==> config.mk <==
export PLATFORM = sky130hd
export DESIGN_NAME = mdio_management_controller
export DESIGN_NICKNAME = d
export VERILOG_FILES = /design/src/hw/mdio_mgmt_pkg.sv /design/src/hw/mdio_clk_div.sv /design/src/hw/dest_addr_filter.sv /design/src/hw/mdio_management_controller.sv
export SDC_FILE = /design/constraint.sdc
export NUM_CORES = 1
export LEC_CHECK = 0
export BUFFER_PORTS_ARGS = -buffer_cell sky130_fd_sc_hd__buf_2
export CORE_AREA = 2 2 149 151
export DETAILED_ROUTE_END_ITERATION = 6
export DIE_AREA = 0 0 151 153
export GPL_TIMING_DRIVEN = 0
export PLACE_DENSITY = 0.79
export SLEW_MARGIN = 20
export SYNTH_ARGS = -nofsm -noshare
export SYNTH_HDL_FRONTEND = slang
export SYNTH_SLANG_ARGS = --single-unit
==> constraint.sdc <==
create_clock -name clk_i -period 7 [get_ports clk_i]
set_clock_uncertainty 0.05 [all_clocks]
set_input_delay 1.75 -clock clk_i [delete_from_list [all_inputs] [get_ports clk_i]]
set_output_delay 1.75 -clock clk_i [all_outputs]
set_load 0.03 [all_outputs]
==> src/hw/mdio_mgmt_pkg.sv <==
// shared constants, types and frame layout for the management block
package mdio_mgmt_pkg;

   // ==========================================================
   // clocking and management clock limits
   localparam int unsigned CLK_HZ      = 200_000_000; // host clock
   localparam int unsigned MDC_MAX_HZ  = 2_500_000;   // mdc ceiling
   // least divider keeping mdc under its ceiling
   localparam int unsigned MDC_MIN_DIV =
      (CLK_HZ + 2 * MDC_MAX_HZ - 1) / (2 * MDC_MAX_HZ) - 1;
   localparam int          DIV_W       = 6;           // divider width
   localparam logic [5:0]  DIV_RESET   = 6'h00;       // divider reset

   // ==========================================================
   // serial frame layout, counted in bit slots from frame start
   localparam int          FRAME_BITS  = 64;          // whole frame
   localparam logic [5:0]  LAST_BIT    = 6'h3F;       // final slot
   localparam logic [5:0]  TA_BIT      = 6'h2E;       // turnaround
   localparam logic [5:0]  DATA_BIT    = 6'h30;       // data start
   localparam logic [31:0] PREAMBLE    = 32'hFFFFFFFF; // all ones
   localparam logic [1:0]  ST_CODE     = 2'h1;        // start pattern
   localparam logic [1:0]  OP_WRITE    = 2'h1;        // write opcode
   localparam logic [1:0]  OP_READ     = 2'h2;        // read opcode
   localparam logic [1:0]  TA_WRITE    = 2'h2;        // write ta bits
   localparam logic [15:0] RDATA_RESET = 16'h0000;    // read data rst

   // ==========================================================
   // address filter constants
   localparam logic [47:0] BCAST_ADDR  = 48'hFFFFFFFFFFFF; // broadcast
   localparam logic [47:0] PAUSE_MCAST = 48'h0180C2000001; // pause mc

   // ==========================================================
   // grouped carriers
   typedef struct packed {
      logic [1:0]  op;        // operation code
      logic [4:0]  phyad;     // physical address
      logic [4:0]  regad;     // register address
      logic [15:0] wdata;     // write data
   } mdio_cmd_t;

   typedef struct packed {
      logic [47:0] pause_addr; // pause or unicast address
      logic [15:0] bits;       // frame-bound settings
      logic        soft_rst;   // immediate soft reset
   } cfg_vec_t;

   localparam cfg_vec_t CFG_RESET = '{48'h0, 16'h0, 1'b0};

   typedef struct packed {
      logic bcast;     // broadcast destination
      logic ucast;     // pause or unicast address hit
      logic pmcast;    // pause multicast hit
      logic pause;     // accepted as pause frame
   } filt_t;

endpackage : mdio_mgmt_pkg

==> src/hw/mdio_clk_div.sv <==
// management clock divider with rise and fall enable pulses
module mdio_clk_div (
   input  wire logic                           clk_i,   // host clock
   input  wire logic                           srst_i,  // sync reset
   input  wire logic                           run_i,   // divider on
   input  wire logic [mdio_mgmt_pkg::DIV_W-1:0] div_i,  // divide field
   output logic                                mdc_o,   // mgmt clock
   output logic                                rise_o,  // mdc rises
   output logic                                fall_o   // mdc falls
);
   import mdio_mgmt_pkg::*;

   logic [DIV_W-1:0] cnt_reg;   // cycles within a half period

   // ==========================================================
   // half period of div+1 cycles gives clk / ((1+div)*2)
   always_ff @(posedge clk_i) begin
      if (srst_i || !run_i) begin
         cnt_reg <= '0;
         mdc_o   <= 1'b0;
         rise_o  <= 1'b0;
         fall_o  <= 1'b0;
      end else if (cnt_reg == div_i) begin
         cnt_reg <= '0;
         mdc_o   <= !mdc_o;
         rise_o  <= !mdc_o;
         fall_o  <= mdc_o;
      end else begin
         cnt_reg <= cnt_reg + 1'b1;
         rise_o  <= 1'b0;
         fall_o  <= 1'b0;
      end
   end
endmodule // mdio_clk_div

==> src/hw/dest_addr_filter.sv <==
// reduced destination address filter for vector-only builds
module dest_addr_filter (
   input  wire logic                 clk_i,       // host clock
   input  wire logic                 srst_i,      // sync reset
   input  wire logic                 da_valid_i,  // address present
   input  wire logic [47:0]          da_i,        // destination addr
   input  wire logic [47:0]          pause_addr_i, // pause/unicast
   input  wire logic                 pause_ok_i,  // other pause checks
   output mdio_mgmt_pkg::filt_t      filt_o       // match results
);
   import mdio_mgmt_pkg::*;

   logic hit_uc;   // pause or unicast address hit
   logic hit_pm;   // pause multicast hit

   assign hit_uc = (da_i == pause_addr_i);
   assign hit_pm = (da_i == PAUSE_MCAST);

   // ==========================================================
   // broadcast, pause multicast and pause/unicast compares, registered per frame
   always_ff @(posedge clk_i) begin
      if (srst_i) begin
         filt_o <= '0;
      end else if (da_valid_i) begin
         filt_o.bcast  <= (da_i == BCAST_ADDR);
         filt_o.ucast  <= hit_uc;
         filt_o.pmcast <= hit_pm;
         // an address hit alone never makes a pause frame
         filt_o.pause  <= (hit_uc || hit_pm) && pause_ok_i;
      end
   end
endmodule // dest_addr_filter

==> src/hw/mdio_management_controller.sv <==
// management serial master with config staging and address filter
//
// Functional notes
// - write frames carry opcode 01
// - read frames carry opcode 10
// - only master starts; matching slaves respond
// - frame shifted in step with mdc
// - mdc never above 2.5 MHz (code does not limit it; div_ok_o only flags the divider)
// - mdc is clock over (1+div)*2
// - divider resets zero; zero refuses enable
// - initiate clears ready until frame done
// - read data valid when ready returns
// - ready visible beside control and data
// - interrupt raised when transaction completes
// - config applied in gaps; resets immediate
// - illegal requests answered with an error
// - vectors apply after frame; resets immediate
// - filter broadcast, pause/unicast, pause multicast
// - pause only when other criteria met
// - serial access only with management present
module mdio_management_controller #(
   parameter bit MGMT_PRESENT = 1'b1   // management access built in
) (
   input  wire logic                    clk_i,       // host clock
   input  wire logic                    srst_i,      // sync reset
   input  wire logic [5:0]              clk_div_i,   // divider field
   input  wire logic                    mdio_en_i,   // enable request
   input  wire logic                    initiate_i,  // start pulse
   input  wire mdio_mgmt_pkg::mdio_cmd_t cmd_i,      // frame request
   input  wire logic                    irq_ack_i,   // clear interrupt
   input  wire logic                    mdio_i,      // data pin in
   input  wire mdio_mgmt_pkg::cfg_vec_t rx_cfg_i,    // rx settings
   input  wire mdio_mgmt_pkg::cfg_vec_t tx_cfg_i,    // tx settings
   input  wire logic                    rx_busy_i,   // rx in frame
   input  wire logic                    tx_busy_i,   // tx in frame
   input  wire logic                    da_valid_i,  // address present
   input  wire logic [47:0]             da_i,        // destination addr
   input  wire logic                    pause_ok_i,  // pause criteria
   output logic                         mdc_o,       // management clock
   output logic                         mdio_o,      // data pin out
   output logic                         mdio_oe_o,   // data pin drive
   output logic                         mdio_on_o,   // interface enabled
   output logic                         ctrl_ready_o, // ready, ctrl view
   output logic                         data_ready_o, // ready, data view
   output logic [15:0]                  rd_data_o,   // last read data
   output logic                         irq_o,       // completion irq
   output logic                         err_o,       // refused request
   output logic                         div_ok_o,    // mdc within limit
   output mdio_mgmt_pkg::cfg_vec_t      rx_cfg_o,    // applied rx cfg
   output mdio_mgmt_pkg::cfg_vec_t      tx_cfg_o,    // applied tx cfg
   output logic                         rx_rst_o,    // rx soft reset
   output logic                         tx_rst_o,    // tx soft reset
   output mdio_mgmt_pkg::filt_t         filt_o       // filter result
);
   import mdio_mgmt_pkg::*;

   // ==========================================================
   // declarations
   typedef enum logic [1:0] {ST_IDLE, ST_WAIT, ST_SHIFT} mstate_t;

   mstate_t     state_reg;     // frame sequencer
   logic        en_reg;        // interface enabled
   logic [63:0] shift_reg;     // outgoing frame bits
   logic [15:0] rx_reg;        // incoming read bits
   logic [5:0]  bit_reg;       // slot now on the line
   logic        is_read_reg;   // current frame is a read
   logic        ready_reg;     // no frame outstanding
   logic        sync1_reg;     // pin sync stage one
   logic        sync2_reg;     // pin sync stage two
   logic        sync3_reg;     // pin sync stage three
   logic        pin_reg;       // agreed pin level
   logic        mdc_rise;      // divider rise enable
   logic        mdc_fall;      // divider fall enable
   logic        cmd_ok;        // request is legal
   logic        done;          // frame completes now
   logic        en_next;       // enable after this cycle
   logic        drive_slot;    // master owns the line next slot

   // ==========================================================
   // enable gating: zero divider or missing management refuses
   assign en_next = mdio_en_i && (clk_div_i != DIV_RESET)
                    && MGMT_PRESENT;

   always_ff @(posedge clk_i) begin
      if (srst_i) begin
         en_reg    <= 1'b0;
         mdio_on_o <= 1'b0;
      end else begin
         en_reg    <= en_next;
         mdio_on_o <= en_next;
      end
   end

   // divider setting checked against the mdc ceiling
   always_ff @(posedge clk_i) begin
      if (srst_i) begin
         div_ok_o <= 1'b0;
      end else begin
         div_ok_o <= (32'(clk_div_i) >= MDC_MIN_DIV);
      end
   end

   // ==========================================================
   // management clock, derived from the host clock
   mdio_clk_div u_div (
      .clk_i  (clk_i),
      .srst_i (srst_i),
      .run_i  (en_reg && state_reg != ST_IDLE),
      .div_i  (clk_div_i),
      .mdc_o  (mdc_o),
      .rise_o (mdc_rise),
      .fall_o (mdc_fall)
   );

   // ==========================================================
   // pin input synchroniser; level moves when stages 2 and 3 agree
   always_ff @(posedge clk_i) begin
      if (srst_i) begin
         sync1_reg <= 1'b1;
         sync2_reg <= 1'b1;
         sync3_reg <= 1'b1;
         pin_reg   <= 1'b1;
      end else begin
         sync1_reg <= mdio_i;
         sync2_reg <= sync1_reg;
         sync3_reg <= sync2_reg;
         if (sync2_reg == sync3_reg) begin
            pin_reg <= sync3_reg;
         end
      end
   end

   // ==========================================================
   // request check: only two opcodes, idle and enabled
   assign cmd_ok = en_reg && (state_reg == ST_IDLE)
                   && (cmd_i.op == OP_WRITE
                       || cmd_i.op == OP_READ);

   // final slot sampled, frame is over at the next fall
   assign done = (state_reg == ST_SHIFT) && mdc_fall
                 && (bit_reg == LAST_BIT);

   // read frames release the line from turnaround on
   assign drive_slot = !is_read_reg || (bit_reg < TA_BIT - 6'h01);

   // refused requests flag a one-cycle error
   always_ff @(posedge clk_i) begin
      if (srst_i) begin
         err_o <= 1'b0;
      end else begin
         err_o <= initiate_i && !cmd_ok;
      end
   end

   // ==========================================================
   // frame sequencer; only this master starts a transaction
   always_ff @(posedge clk_i) begin
      if (srst_i) begin
         state_reg   <= ST_IDLE;
         is_read_reg <= 1'b0;
         shift_reg   <= '0;
         bit_reg     <= '0;
      end else begin
         case (state_reg)
            ST_IDLE: begin
               if (initiate_i && cmd_ok) begin
                  state_reg   <= ST_WAIT;
                  is_read_reg <= (cmd_i.op == OP_READ);
                  // preamble, start, op, addresses, ta, data
                  shift_reg   <= {PREAMBLE, ST_CODE, cmd_i.op,
                                  cmd_i.phyad, cmd_i.regad,
                                  TA_WRITE, cmd_i.wdata};
                  bit_reg     <= '0;
               end
            end
            ST_WAIT: begin
               // first falling edge puts slot zero on the line
               if (mdc_fall) begin
                  state_reg <= ST_SHIFT;
                  shift_reg <= {shift_reg[62:0], 1'b0};
               end
            end
            ST_SHIFT: begin
               // next slot launched on every falling edge but the one that ends the frame
               if (done) begin
                  state_reg <= ST_IDLE;
               end else if (mdc_fall) begin
                  bit_reg   <= bit_reg + 6'h01;
                  shift_reg <= {shift_reg[62:0], 1'b0};
               end
            end
            default: begin
               state_reg <= ST_IDLE;
            end
         endcase
         // a disabled interface drops any frame in flight
         if (!en_reg) begin
            state_reg <= ST_IDLE;
         end
      end
   end

   // ==========================================================
   // pin driver: data and enable follow the slot on the line
   always_ff @(posedge clk_i) begin
      if (srst_i) begin
         mdio_o    <= 1'b1;
         mdio_oe_o <= 1'b0;
      end else if (state_reg == ST_IDLE || done) begin
         mdio_o    <= 1'b1;
         mdio_oe_o <= 1'b0;
      end else if (state_reg == ST_WAIT && mdc_fall) begin
         mdio_o    <= shift_reg[63];
         mdio_oe_o <= 1'b1;
      end else if (state_reg == ST_SHIFT && mdc_fall) begin
         mdio_o    <= shift_reg[63];
         mdio_oe_o <= drive_slot;
      end
   end

   // ==========================================================
   // read capture on rising edges across the data slots
   always_ff @(posedge clk_i) begin
      if (srst_i) begin
         rx_reg <= '0;
      end else if (state_reg == ST_SHIFT && mdc_rise
                   && is_read_reg && bit_reg >= DATA_BIT) begin
         rx_reg <= {rx_reg[14:0], pin_reg};
      end
   end

   // ==========================================================
   // ready: cleared by a taken initiate, set once frame ends
   always_ff @(posedge clk_i) begin
      if (srst_i) begin
         ready_reg <= 1'b1;
      end else if (initiate_i && cmd_ok) begin
         ready_reg <= 1'b0;
      end else if (done || (state_reg != ST_IDLE && !en_reg)) begin
         ready_reg <= 1'b1;
      end
   end

   // same ready shown beside control and read data
   assign ctrl_ready_o = ready_reg;
   assign data_ready_o = ready_reg;

   // read data lands in the same cycle that ready returns
   always_ff @(posedge clk_i) begin
      if (srst_i) begin
         rd_data_o <= RDATA_RESET;
      end else if (done && is_read_reg) begin
         rd_data_o <= rx_reg;
      end
   end

   // completion interrupt; a new completion beats the ack
   always_ff @(posedge clk_i) begin
      if (srst_i) begin
         irq_o <= 1'b0;
      end else if (done) begin
         irq_o <= 1'b1;
      end else if (irq_ack_i) begin
         irq_o <= 1'b0;
      end
   end

   // ==========================================================
   // receive settings: applied between frames, reset at once
   always_ff @(posedge clk_i) begin
      if (srst_i) begin
         rx_cfg_o <= CFG_RESET;
         rx_rst_o <= 1'b0;
      end else begin
         rx_rst_o <= rx_cfg_i.soft_rst;
         if (!rx_busy_i) begin
            rx_cfg_o <= rx_cfg_i;
         end
      end
   end

   // transmit settings: applied between frames, reset at once
   always_ff @(posedge clk_i) begin
      if (srst_i) begin
         tx_cfg_o <= CFG_RESET;
         tx_rst_o <= 1'b0;
      end else begin
         tx_rst_o <= tx_cfg_i.soft_rst;
         if (!tx_busy_i) begin
            tx_cfg_o <= tx_cfg_i;
         end
      end
   end

   // ==========================================================
   // reduced address filter uses the applied receive address
   dest_addr_filter u_filt (
      .clk_i        (clk_i),
      .srst_i       (srst_i || rx_rst_o),
      .da_valid_i   (da_valid_i),
      .da_i         (da_i),
      .pause_addr_i (rx_cfg_o.pause_addr),
      .pause_ok_i   (pause_ok_i),
      .filt_o       (filt_o)
   );

endmodule // mdio_management_controller

==> metrics.sh, run 1 <==
SYNTH.NET_COUNT=1343
POWER.DENSITY_nW_PER_UM2=251
SYNTH_SEQ_CELLS=261
FLOORPLAN.INITIALDENSITY=0.490
ASYNC_FLOP_SHARE=0
WORST-SETUP-PATH-TYPE='in2reg'
INITIALDRTVIOLATIONCOUNT=461
POSTCTSSETUPREPAIRBUFS=0
SYNTH.YOSYS.WARNINGS=0
FINAL_HOLD_VIOL_COUNT=0
FINAL.FILL_COUNT=1852
SYNTH.YOSYS.SEQ_AREA_SHARE=0.497
CTS-BUFFERS-INSERTED=27
DRIVE_ABOVE_1_SHARE=0.290
TIMING.MAX_CAP.VIOLATIONS=0
CTS-ROOT-TO-SINK-BUFFERS=3
YOSYSTOPAREACELLSHARE=0.497
DRT-PASS1-ITER-COUNT=5
SLEW_HEADROOM=0.459
GRT_PASS1_VIAS=9128
CLK_PIN_SLEW_WORST_PATHS_NS=0.06
DIE_H_UM=153
LAYOUT-AREA-OVERHEAD-VS-SYNTH_PCT=29.2
INSTANCES_NO_FILL=1812
SYNTHDISTINCTLIBCELLS=43
MIN_PERIOD_NS=3.30
MAX_FREQ_MHz=303
POST_DRT_WL_PER_CELL_UM=17.3
GRT_MAX_DEGREE=14
CRITPATHCAPTURETYPE='flop'
REGTOREGSETUPSLACK_NS=4.56
RUN_STATUS='finished, final reports clean'
AVG_SYNTHESIZED_CELL_AREA_UM2=9.47
ANTENNA_CELLS_INSERTED=0
CP-START-KIND='primary input'
SYNTH-MAIN-FF-CELL='sky130_fd_sc_hd__dfxtp_1'
RSZ_0062_RAISED_AFTER_GLOBAL_ROUTING='false'
CRITICAL_PATH_ARRIVAL_NS=3.62
YS_TOP_CELLS_BY_AREA='sky130_fd_sc_hd__dfxtp_1, sky130_fd_sc_hd__mux2i_1, sky130_fd_sc_hd__nor2_1, sky130_fd_sc_hd__xnor2_1, sky130_fd_sc_hd__a311oi_1'
DIE-AREA_UM2=23100
FINAL_NET_COUNT=1751
POST-ROUTE-DRC-COUNT=0
CTS_MAX_LEVEL=1
CRIT_REQUIRED_NS=7.32
CORE-AREA_UM2=21500
STD_CELL_ROWS=54
CTSRESIZECOUNT=0
COUNT_OF_FLIP_FLOPS_WITH_A_BUILT_IN_ENABLE_AFTER_SYNTHESIS=0
POST_SYNTH_INST_COUNT=1111
GRT_PASS1_WL_MM=47.5
TIMING.SETUP.TNS_NS=0
LAYOUT_WORST_PATH_CYCLE_SHARE=0.471
GRT_REMAINING_OVERFLOW=0
YOSYSTOPAREACELL='sky130_fd_sc_hd__dfxtp_1'
TIGHTESTPINTRANSITION_NS=0.812
AVGVIACOUNTPERCELL=5.21
HOLD_PATH.CLASS='reg2reg'
P_LEAK_uW=0.00608
PORT_BUFFERS=379
CTS_ROOT_BUF='sky130_fd_sc_hd__clkbuf_16'
PLACE.GP.CONGESTION=0.934
POST_SYNTH_INSTANCE_AREA_UM2=10500
DRTANTENNAVIOLNETS=0
GRT_USE_TOTAL=0.258
CTS_TREE='done'
BOUNDARYPINS=383
IRDROPWORSTVDD_V=0.000173
DR_TOTAL_VIAS=9438
SEQCELLAREA_UM2=5230
DETAILEDPLACEMENTHPWL_MM=24.0
DPL.CELL_COUNT=1770
POST_CTS_HOLD_BUFFERS=0
CTS.SINK_COUNT=261
TIMING.FINAL.SETUP_VIOLATIONS=0
FINALMAXSLEWVIOLATIONS=0
ANTENNA_FOUND_INITIAL=2
DIE_X_UM=151
CRIT_PATH_MAX_FANOUT=10
ROUTED_WL_MM=31.3
CLK-INSERTION-DELAY-LATE_NS=0.52
MULTIINPUTGATEAREA_UM2=4790
==> power breakdown <==
part	leakage, uW	switching (uW)	internal, uW
registers	0.00214	43.9	1550
clock network	0.000403	560	806
logic	0.00354	274	173
==> stage by stage <==
stage | instance area, um^2 | hold WS, ns | worst slack [ns] | total power, uW | utilization
after floorplan | 10500 | 0.339 | 3.54 | 1890 | -
after global placement | 12800 | 0.347 | 3.15 | 2060 | 0.594
after detailed placement | 12800 | 0.347 | 3.11 | 2070 | 0.594
after CTS | 13600 | 0.362 | 3.64 | 3430 | 0.632
after global routing | 13600 | 0.378 | 3.57 | 3530 | 0.632
final | 13600 | 0.358 | 3.70 | 3410 | 0.632
==> worst max-delay path, stage by stage <==
cell and delay (ns):
sky130_fd_sc_hd__clkbuf_1 0.47, sky130_fd_sc_hd__clkbuf_1 0.61, sky130_fd_sc_hd__clkbuf_1 0.64, sky130_fd_sc_hd__nor2_1 0.12
==> kinds of logic after synthesis <==
kind of cell               after synthesis  share of synthesized area
AOI/OAI and AO/OA                      116                     0.0797
xor gates and xnor gates                62                     0.0516
adders and majority gates               10                     0.0119
buffers and inverters                  117                     0.0475
DFF                                    261                      0.497
muxes                                  163                      0.155
and+or+nand+nor                        382                      0.157
==> layout make-up <==
class / instances / area share
multi-input combinational: 733 / 0.353
timing repair buffer: 379 / 0.140
buffer: 71 / 0.0240
clock buffer: 37 / 0.0547
inverter: 46 / 0.0127
tap: 280 / 0.0258
clock inverter: 5 / 0.00580
sequential: 261 / 0.385
==> placed cells by master, fill, tap and decap left out, types with 4 or more instances in the layout <==
cell type,netlist,routed
sky130_fd_sc_hd__buf_2,12,391
sky130_fd_sc_hd__clkbuf_1,42,49
sky130_fd_sc_hd__nand3_1,7,7
sky130_fd_sc_hd__a311oi_1,36,36
sky130_fd_sc_hd__and3_1,6,6
sky130_fd_sc_hd__ha_1,10,10
sky130_fd_sc_hd__nor2_1,216,216
sky130_fd_sc_hd__xor2_1,8,8
sky130_fd_sc_hd__xnor2_1,54,54
sky130_fd_sc_hd__mux2i_1,162,162
sky130_fd_sc_hd__a211oi_1,27,27
sky130_fd_sc_hd__buf_4,6,6
sky130_fd_sc_hd__buf_1,8,8
sky130_fd_sc_hd__inv_1,46,46
sky130_fd_sc_hd__a21oi_1,42,42
sky130_fd_sc_hd__or2_2,4,4
sky130_fd_sc_hd__nand2b_1,6,6
sky130_fd_sc_hd__nand4_1,27,27
sky130_fd_sc_hd__nor4_1,14,14
sky130_fd_sc_hd__nor3_1,6,6
sky130_fd_sc_hd__dfxtp_1,261,261
sky130_fd_sc_hd__nand2_1,82,82
sky130_fd_sc_hd__clkbuf_16,0,27
==> worst paths after layout <==
kind / startpoint / end / cells after the start
setup / recovery: srst_i / tx_cfg_o[4] / 4
hold / removal: sync1_reg / sync2_reg / 1
setup reg to reg: state_reg[0] / shift_reg[12] / 10
hold reg to reg: sync1_reg / sync2_reg / 1
==> cells in the mapped netlist (all sizes together) (4+ instances only) <==
cell type    n
nor4        14
nand2       82
a211oi      27
mux2i      162
nand4       27
nand2b       6
inv         46
nand3        7
a311oi      36
xor2         8
nor3         6
xnor2       54
a21oi       42
dfxtp      261
clkbuf      42
nor2       216
or2          4
ha          10
and3         6
buf         29
==> per-layer routing <==
| layer | track usage | vias up | wire length (um) |
|---|---|---|---|
| met2 | 0.434 | 371 | 14500 |
| li1 | - | 4603 | - |
| met3 | 0.0555 | 97 | 2410 |
| met4 | 0.119 | 2 | 1480 |
| met5 | 0 | - | 19 |
| met1 | 0.314 | 4365 | 12800 |
Note: power is estimated with default switching activity, not from simulation.
==> run 2, diff against run 1 <==
--- a/config.mk
+++ b/config.mk
@@ -5,12 +5,12 @@
 export SDC_FILE = /design/constraint.sdc
 export NUM_CORES = 1
 export LEC_CHECK = 0
+export ABC_AREA = 1
 export BUFFER_PORTS_ARGS = -buffer_cell sky130_fd_sc_hd__buf_2
-export CORE_AREA = 2 2 149 151
+export CORE_UTILIZATION = 50
 export DETAILED_ROUTE_END_ITERATION = 6
-export DIE_AREA = 0 0 151 153
 export GPL_TIMING_DRIVEN = 0
-export PLACE_DENSITY = 0.79
+export PLACE_DENSITY = 0.8
 export SLEW_MARGIN = 20
 export SYNTH_ARGS = -nofsm -noshare
 export SYNTH_HDL_FRONTEND = slang
==> constraint.sdc (replaced) <==
create_clock -name clk_i -period 3.2 [get_ports clk_i]
set_clock_uncertainty 0.05 [all_clocks]
set_input_delay 0.8 -clock clk_i [delete_from_list [all_inputs] [get_ports clk_i]]
set_output_delay 0.8 -clock clk_i [all_outputs]
set_load 0.03 [all_outputs]
==> metrics.sh, run 2 <==
RUN_STATUS='finished, final reports clean'
YOSYSTOPAREACELLSHARE=0.482  # -0.0145
DIE_H_UM=149  # -2.5%
CRIT_REQUIRED_NS=3.60  # -3.72 ns
SYNTH.MOST_COMMON_CELL='sky130_fd_sc_hd__nor2_1'
GRT_REMAINING_OVERFLOW=0  # unchanged
CP_CELL_SEQUENCE='clkbuf_1 -> inv_1 -> clkbuf_1 -> clkbuf_1 -> o21ai_0 -> nor2_1'
AVGVIACOUNTPERCELL=5.10  # -2.0%
MOST-COMMON-LAYOUT-CELLS='sky130_fd_sc_hd__buf_2, sky130_fd_sc_hd__nor2_1, sky130_fd_sc_hd__dfxtp_1'
POSTPLACECELLAREA_UM2=13100  # +2.4%
SYNTH.TOP_CELLS.BY_COUNT='sky130_fd_sc_hd__nor2_1, sky130_fd_sc_hd__dfxtp_1, sky130_fd_sc_hd__nand2_1, sky130_fd_sc_hd__o21ai_0, sky130_fd_sc_hd__a21oi_1'
CTS_TREE='done'
COUNT_OF_FLIP_FLOPS_WITH_A_BUILT_IN_ENABLE_AFTER_SYNTHESIS=0  # unchanged
YOSYSTOPAREACELL='sky130_fd_sc_hd__dfxtp_1'
CLK_PIN_SLEW_WORST_PATHS_NS=0.06  # about the same
ANTENNA_FOUND_INITIAL=4  # +2
DRT-PASS1-ITER-COUNT=5  # unchanged
REGTOREGSETUPSLACK_NS=0.94  # -3.62 ns
CTS_ROOT_BUF='sky130_fd_sc_hd__clkbuf_16'
DRTANTENNAVIOLNETS=0  # unchanged
CORE-AREA_UM2=21200  # -1.5%
SYNTH.YOSYS.SEQ_AREA_SHARE=0.482  # -0.0145
IRDROPWORSTVDD_V=0.000387  # +120%
STD_CELL_ROWS=53  # -1.9%
ROUTED_WL_MM=35.1  # +12%
MOSTFREQUENTLAYOUTCELL='sky130_fd_sc_hd__buf_2'
DR_TOTAL_VIAS=11208  # +19%
POSTCTSSETUPREPAIRBUFS=0  # unchanged
FINAL_NET_COUNT=2131  # +22%
FINALMAXSLEWVIOLATIONS=0  # unchanged
SLEW_HEADROOM=0.458  # -0.000504
FINAL.FILL_COUNT=1926  # +4.0%
MUXSHAREOFSYNTHAREA=0  # -0.155
TIMING.FINAL.SETUP_VIOLATIONS=0  # unchanged
TIMING.MAX_CAP.VIOLATIONS=0  # unchanged
MIN_PERIOD_NS=2.47
TIMING.CRITICAL_PATH.SLOWEST_CELL_DELAY_NS=0.64  # about the same
CRITPATHCAPTURETYPE='flop'
GRT_MAX_DEGREE=15  # +1
CRITPATHMOSTFREQUENTCELL='sky130_fd_sc_hd__clkbuf_1'
CTSRESIZECOUNT=0  # unchanged
GRT_PASS1_VIAS=10302  # +13%
CP-START-KIND='primary input'
CLK-INSERTION-DELAY-LATE_NS=0.53  # about the same
CTS.SINK_COUNT=261  # unchanged
POWER.DENSITY_nW_PER_UM2=550  # +120%
ASYNC_FLOP_SHARE=0  # unchanged
CRIT_PATH_MAX_FANOUT=10  # unchanged
PLACE.GP.CONGESTION=0.955  # +2.2%
SYNTH_TOP_FAMILY_BY_AREA='simple AND/OR/NAND/NOR gates'
DETAILEDPLACEMENTHPWL_MM=27.2  # +13%
CTS-BUFFERS-INSERTED=27  # unchanged
TIMING.CRITICAL_PATH.MAX_DELAY_FAMILY='buffers and inverters'
POST_SYNTH_INST_COUNT=1491  # +34%
GRT_USE_TOTAL=0.307  # +0.0485
POST_DRT_WL_PER_CELL_UM=16.0  # -7.4%
POST_CTS_HOLD_BUFFERS=0  # unchanged
HOLD_PATH.CLASS='reg2reg'
YS_TOP_CELLS_BY_AREA='sky130_fd_sc_hd__dfxtp_1, sky130_fd_sc_hd__o21ai_0, sky130_fd_sc_hd__nor2_1, sky130_fd_sc_hd__nand2_1, sky130_fd_sc_hd__a21oi_1'
TIMING.SETUP.TNS_NS=0  # unchanged
BOUNDARYPINS=383  # unchanged
WORST-SETUP-PATH-TYPE='in2reg'
DIE_X_UM=149  # -1.2%
XOR_XNOR_PORTION_OF_THE_SYNTHESIZED_CELL_AREA=0.00970  # -0.0419
POST-ROUTE-DRC-COUNT=0  # unchanged
SYNTH-MAIN-FF-CELL='sky130_fd_sc_hd__dfxtp_1'
RSZ_0062_RAISED_AFTER_GLOBAL_ROUTING='false'
FINAL_CELL_AREA_UM2=13900  # +2.6%
SYNTH_SEQ_CELLS=261  # unchanged
CRITICAL_PATH_ARRIVAL_NS=2.87  # -0.75 ns
MAX_FREQ_MHz=405
FINAL_HOLD_VIOL_COUNT=0  # unchanged
POST_SYNTH_FA_HA_MAJ_AREA_FRACTION=0.0115  # -0.000348
SYNTH.NET_COUNT=1723  # +28%
LAYOUT_WORST_PATH_CYCLE_SHARE=0.771
CRIT_PATH_TOP_DELAY_CELL='sky130_fd_sc_hd__clkbuf_1'
CTS-ROOT-TO-SINK-BUFFERS=3  # unchanged
SETUP_SLACK_NS=0.732  # -2.97 ns
WORSTPATHBUFFERINVERTERCOUNT=4  # +1
SYNTHDISTINCTLIBCELLS=34  # -21%
YOSYS.AREA_SHARE.SIMPLE=0.221  # +0.0639
SYNTH_COMPOUND_GATE_AREA_SHARE=0.192  # +0.113
LAYOUT-AREA-OVERHEAD-VS-SYNTH_PCT=28.6
PLACEMENT.SETUP.WORST_SLACK_NS=0.234  # -2.87 ns
P_LEAK_uW=0.00657  # +8.1%
SYNTH.YOSYS.WARNINGS=0  # unchanged
AVG_SYNTHESIZED_CELL_AREA_UM2=7.27  # -23%
CTS_MAX_LEVEL=1  # unchanged
TIGHTESTPINTRANSITION_NS=0.813  # +0.000755 ns
PORT_BUFFERS=379  # unchanged
POST_SYNTH_INSTANCE_AREA_UM2=10800  # +3.0%
GRT_PASS1_WL_MM=53.2  # +12%
DRIVE_ABOVE_1_SHARE=0.236  # -0.0535
INITIALDRTVIOLATIONCOUNT=666  # +44%
FLOORPLAN.INITIALDENSITY=0.512  # +0.0226
DIE-AREA_UM2=22300  # -3.6%
run 2: changes by cell type after synthesis, moves of 20 or more:
cell                       before  now
sky130_fd_sc_hd__mux2i_1      162    0
sky130_fd_sc_hd__a21oi_1       42  135
sky130_fd_sc_hd__a211oi_1      27    7
sky130_fd_sc_hd__a311oi_1      36    0
sky130_fd_sc_hd__nor2_1       216  276
sky130_fd_sc_hd__inv_1         46  132
sky130_fd_sc_hd__nand3_1        7   33
sky130_fd_sc_hd__nand2_1       82  238
sky130_fd_sc_hd__o21ai_0        2  212
sky130_fd_sc_hd__clkbuf_1      42   63
sky130_fd_sc_hd__o21bai_1       1   34
sky130_fd_sc_hd__xnor2_1       54    6
run 2: area by class of cell:
class | instances | area (um^2) | share of cell area
Sequential cell | 261 | 5230 | 0.375
Multi-Input combinational cell | 1010 | 4710 | 0.338
Timing Repair Buffer | 379 | 1900 | 0.136
Clock buffer | 36 | 769 | 0.0552
Inverter | 135 | 507 | 0.0364
Buffer | 85 | 392 | 0.0281
Tap cell | 275 | 344 | 0.0247
Clock inverter | 11 | 82.6 | 0.00593
Antenna cell | 4 | 10.0 | 0.000718
run 2: cell families after synthesis:
logic type                 count (synthesis)
adders and majority gates                 10
AOI/OAI and AO/OA                        394
buffers and inverters                    220
DFF                                      261
xor gates and xnor gates                  12
and+or+nand+nor                          594
run 2: layer usage:
layer / wire length (um) / global-route usage / up-vias
met3: 2550 / 0.0514 / 89
met2: 16500 / 0.520 / 407
met5: 0 / 0 / -
met4: 1410 / 0.140 / 0
li1: - / - / 5632
met1: 14700 / 0.380 / 5080
run 2: power breakdown:
group	internal (uW)	switching [uW]
logic	371	725
clock network	1760	1290
registers	3420	99.2
run 2: final timing paths:
| path | from | endpoint | depth (start not counted) |
|---|---|---|---|
| max | srst_i | tx_cfg_o[64] | 6 |
| min | sync1_reg | sync2_reg | 1 |
| max reg2reg | state_reg[0] | shift_reg[47] | 7 |
| min reg2reg | sync1_reg | sync2_reg | 1 |
run 2: through the flow:
step,hold slack (ns),utilization,total power (uW),cells
finish,0.361,0.659,7670,2196
global route,0.380,0.659,7960,2196
CTS,0.361,0.658,7700,2192
detailed placement,0.347,0.618,4670,2145
global placement,0.341,0.618,4650,2145
floorplan,0.339,-,4240,1491
==> run 3, diff against run 2 <==
==> constraint.sdc (replaced) <==
create_clock -name clk_i -period 2.35 [get_ports clk_i]
set_clock_uncertainty 0.05 [all_clocks]
set_input_delay 0.5875 -clock clk_i [delete_from_list [all_inputs] [get_ports clk_i]]
set_output_delay 0.5875 -clock clk_i [all_outputs]
set_load 0.03 [all_outputs]
==> metrics.sh, run 3 (same netlist as run 2, synthesis figures left out) <==
RUN_STATUS='finished, final reports clean'
REGTOREGSETUPSLACK_NS=0.19  # -0.75 ns
MAX_FREQ_MHz=450
CRIT-REG2REG-LAUNCH='state_reg[1]'
CRITPATHCAPTURETYPE='flop'
GRT_USE_TOTAL=0.307  # unchanged
POWER.DENSITY_nW_PER_UM2=749  # +36%
HOLD_START='mdio_i'
DIE-AREA_UM2=22300  # unchanged
POSTCTSSETUPREPAIRBUFS=0  # unchanged
FINAL.FILL_COUNT=1926  # unchanged
GRT_MAX_DEGREE=15  # unchanged
CTSRESIZECOUNT=0  # unchanged
CTS_MAX_LEVEL=1  # unchanged
CTS.SINK_COUNT=261  # unchanged
LAYOUT_WORST_PATH_CYCLE_SHARE=0.945
CRITPATHMOSTFREQUENTCELL='sky130_fd_sc_hd__clkbuf_1'
TIMING.SETUP.TNS_NS=0  # unchanged
POST_DRT_WL_PER_CELL_UM=16.0  # about the same
DRTANTENNAVIOLNETS=0  # unchanged
SLEW_HEADROOM=0.461  # +0.00257
FINAL_NET_COUNT=2131  # unchanged
CRIT_PATH_MAX_FANOUT=10  # unchanged
DIE_X_UM=149  # unchanged
SEQCELLAREA_UM2=5230  # unchanged
TIMING.FINAL.SETUP_VIOLATIONS=0  # unchanged
P_LEAK_uW=0.00657  # about the same
CRIT_PATH_TOP_DELAY_CELL='sky130_fd_sc_hd__clkbuf_1'
GRT_REMAINING_OVERFLOW=0  # unchanged
CRIT_REQUIRED_NS=2.76  # -0.84 ns
GRT_PASS1_VIAS=10302  # unchanged
MOSTFREQUENTLAYOUTCELL='sky130_fd_sc_hd__buf_2'
CTS_ROOT_BUF='sky130_fd_sc_hd__clkbuf_16'
WORST-SETUP-PATH-TYPE='in2reg'
ROUTED_WL_MM=35.1  # about the same
IRDROPWORSTVDD_V=0.000527  # +36%
DIE_H_UM=149  # unchanged
FINAL_HOLD_VIOL_COUNT=0  # unchanged
WORSTPATHBUFFERINVERTERCOUNT=4  # unchanged
LAYOUT-AREA-OVERHEAD-VS-SYNTH_PCT=28.7  # about the same
CP-START-KIND='primary input'
MIN_PERIOD_NS=2.22
MOST-COMMON-LAYOUT-CELLS='sky130_fd_sc_hd__buf_2, sky130_fd_sc_hd__nor2_1, sky130_fd_sc_hd__dfxtp_1'
TIGHTESTPINTRANSITION_NS=0.809  # -0.00386 ns
DR_TOTAL_VIAS=11206  # -0.018%
FLOORPLAN.INITIALDENSITY=0.512  # unchanged
CRITICAL_PATH_ARRIVAL_NS=2.63  # -0.24 ns
INITIALDRTVIOLATIONCOUNT=663  # -0.45%
CP_CELL_SEQUENCE='clkbuf_1 -> inv_1 -> clkbuf_1 -> clkbuf_1 -> o21ai_0 -> nor2_1'
CORE-AREA_UM2=21200  # unchanged
POST-ROUTE-DRC-COUNT=0  # unchanged
RSZ_0062_RAISED_AFTER_GLOBAL_ROUTING='false'
HOLD_PATH.CLASS='in2reg'
TIMING.CRITICAL_PATH.MAX_DELAY_FAMILY='buffers and inverters'
TIMING.CRITICAL_PATH.SLOWEST_CELL_DELAY_NS=0.64  # about the same
DETAILEDPLACEMENTHPWL_MM=27.2  # unchanged
CRIT_PATH_START='srst_i'
CLK-INSERTION-DELAY-LATE_NS=0.53  # about the same
PLACE.GP.CONGESTION=0.955  # unchanged
POSTPLACECELLAREA_UM2=13100  # unchanged
STD_CELL_ROWS=53  # unchanged
GRT_PASS1_WL_MM=53.2  # unchanged
DRT-PASS1-ITER-COUNT=5  # unchanged
CTS-BUFFERS-INSERTED=27  # unchanged
FINALMAXSLEWVIOLATIONS=0  # unchanged
POST_CTS_HOLD_BUFFERS=0  # unchanged
BOUNDARYPINS=383  # unchanged
PORT_BUFFERS=379  # unchanged
CLK_PIN_SLEW_WORST_PATHS_NS=0.06  # about the same
MULTIINPUTGATEAREA_UM2=4710  # about the same
CTS_TREE='done'
AVGVIACOUNTPERCELL=5.10  # about the same
ANTENNA_FOUND_INITIAL=4  # unchanged
CTS-ROOT-TO-SINK-BUFFERS=3  # unchanged
FINAL_CELL_AREA_UM2=13900  # about the same
DRIVE_ABOVE_1_SHARE=0.238  # +0.00209
TIMING.MAX_CAP.VIOLATIONS=0  # unchanged
[run 3: changes by cell type in the layout (fill, tap and decap cells not counted), sizes merged]
| cell | change |
|---|---|
| clkinv | -1 |
| clkinvlp | +1 |
[run 3: layout make-up]
class,count,share of cell area
antenna,4,0.000718
clock inverter,11,0.00592
sequential,261,0.375
multi-input combinational,1010,0.338
timing repair buffer,379,0.136
clock buffer,36,0.0552
tap,275,0.0247
inverter,135,0.0366
buffer,85,0.0283
[run 3: worst register-to-register path: stages, from the launching register on]
cell,delay [ns]
sky130_fd_sc_hd__dfxtp_1,0.33
sky130_fd_sc_hd__inv_1,0.14
sky130_fd_sc_hd__ha_1,0.32
sky130_fd_sc_hd__nand2_1,0.12
sky130_fd_sc_hd__nor2_2,0.15
sky130_fd_sc_hd__nand2_2,0.10
sky130_fd_sc_hd__nand2_2,0.12
sky130_fd_sc_hd__nand3_2,0.12
sky130_fd_sc_hd__buf_6,0.18
sky130_fd_sc_hd__buf_2,0.17
sky130_fd_sc_hd__o21ai_0,0.19
sky130_fd_sc_hd__a21oi_1,0.06
[run 3: metrics by stage]
step / worst slack, ns / total power, uW / std cells / hold slack [ns] / util
CTS: 0.0855 / 10500 / 2192 / 0.186 / 0.658
detailed placement: -0.403 / 6360 / 2145 / 0.347 / 0.618
global placement: -0.421 / 6340 / 2145 / 0.341 / 0.618
global route: 0.00694 / 10800 / 2196 / 0.206 / 0.659
floorplan: 0.375 / 5770 / 1491 / 0.339 / -
finish: 0.129 / 10400 / 2196 / 0.202 / 0.659
[run 3: path summary, 6_finish.rpt]
| check | to | depth (start not counted) |
|---|---|---|
| worst max register to register | shift_reg[13] | 11 |
| worst min-delay path | sync1_reg | 2 |
| worst min register to register | sync2_reg | 1 |
| worst max-delay path | tx_cfg_o[64] | 6 |
[run 3: power breakdown]
| part | switching [uW] | total (uW) | internal, uW |
|---|---|---|---|
| logic | 986 | 1490 | 506 |
| clock network | 1770 | 4160 | 2390 |
| registers | 135 | 4790 | 4660 |
[run 3: layer usage]
metal,global-route usage,vias to the layer above,share of wire
met4,0.140,0,0.040
met5,0,-,0
met1,0.380,5069,0.42
met2,0.520,414,0.47
met3,0.0514,89,0.072
li1,-,5634,-
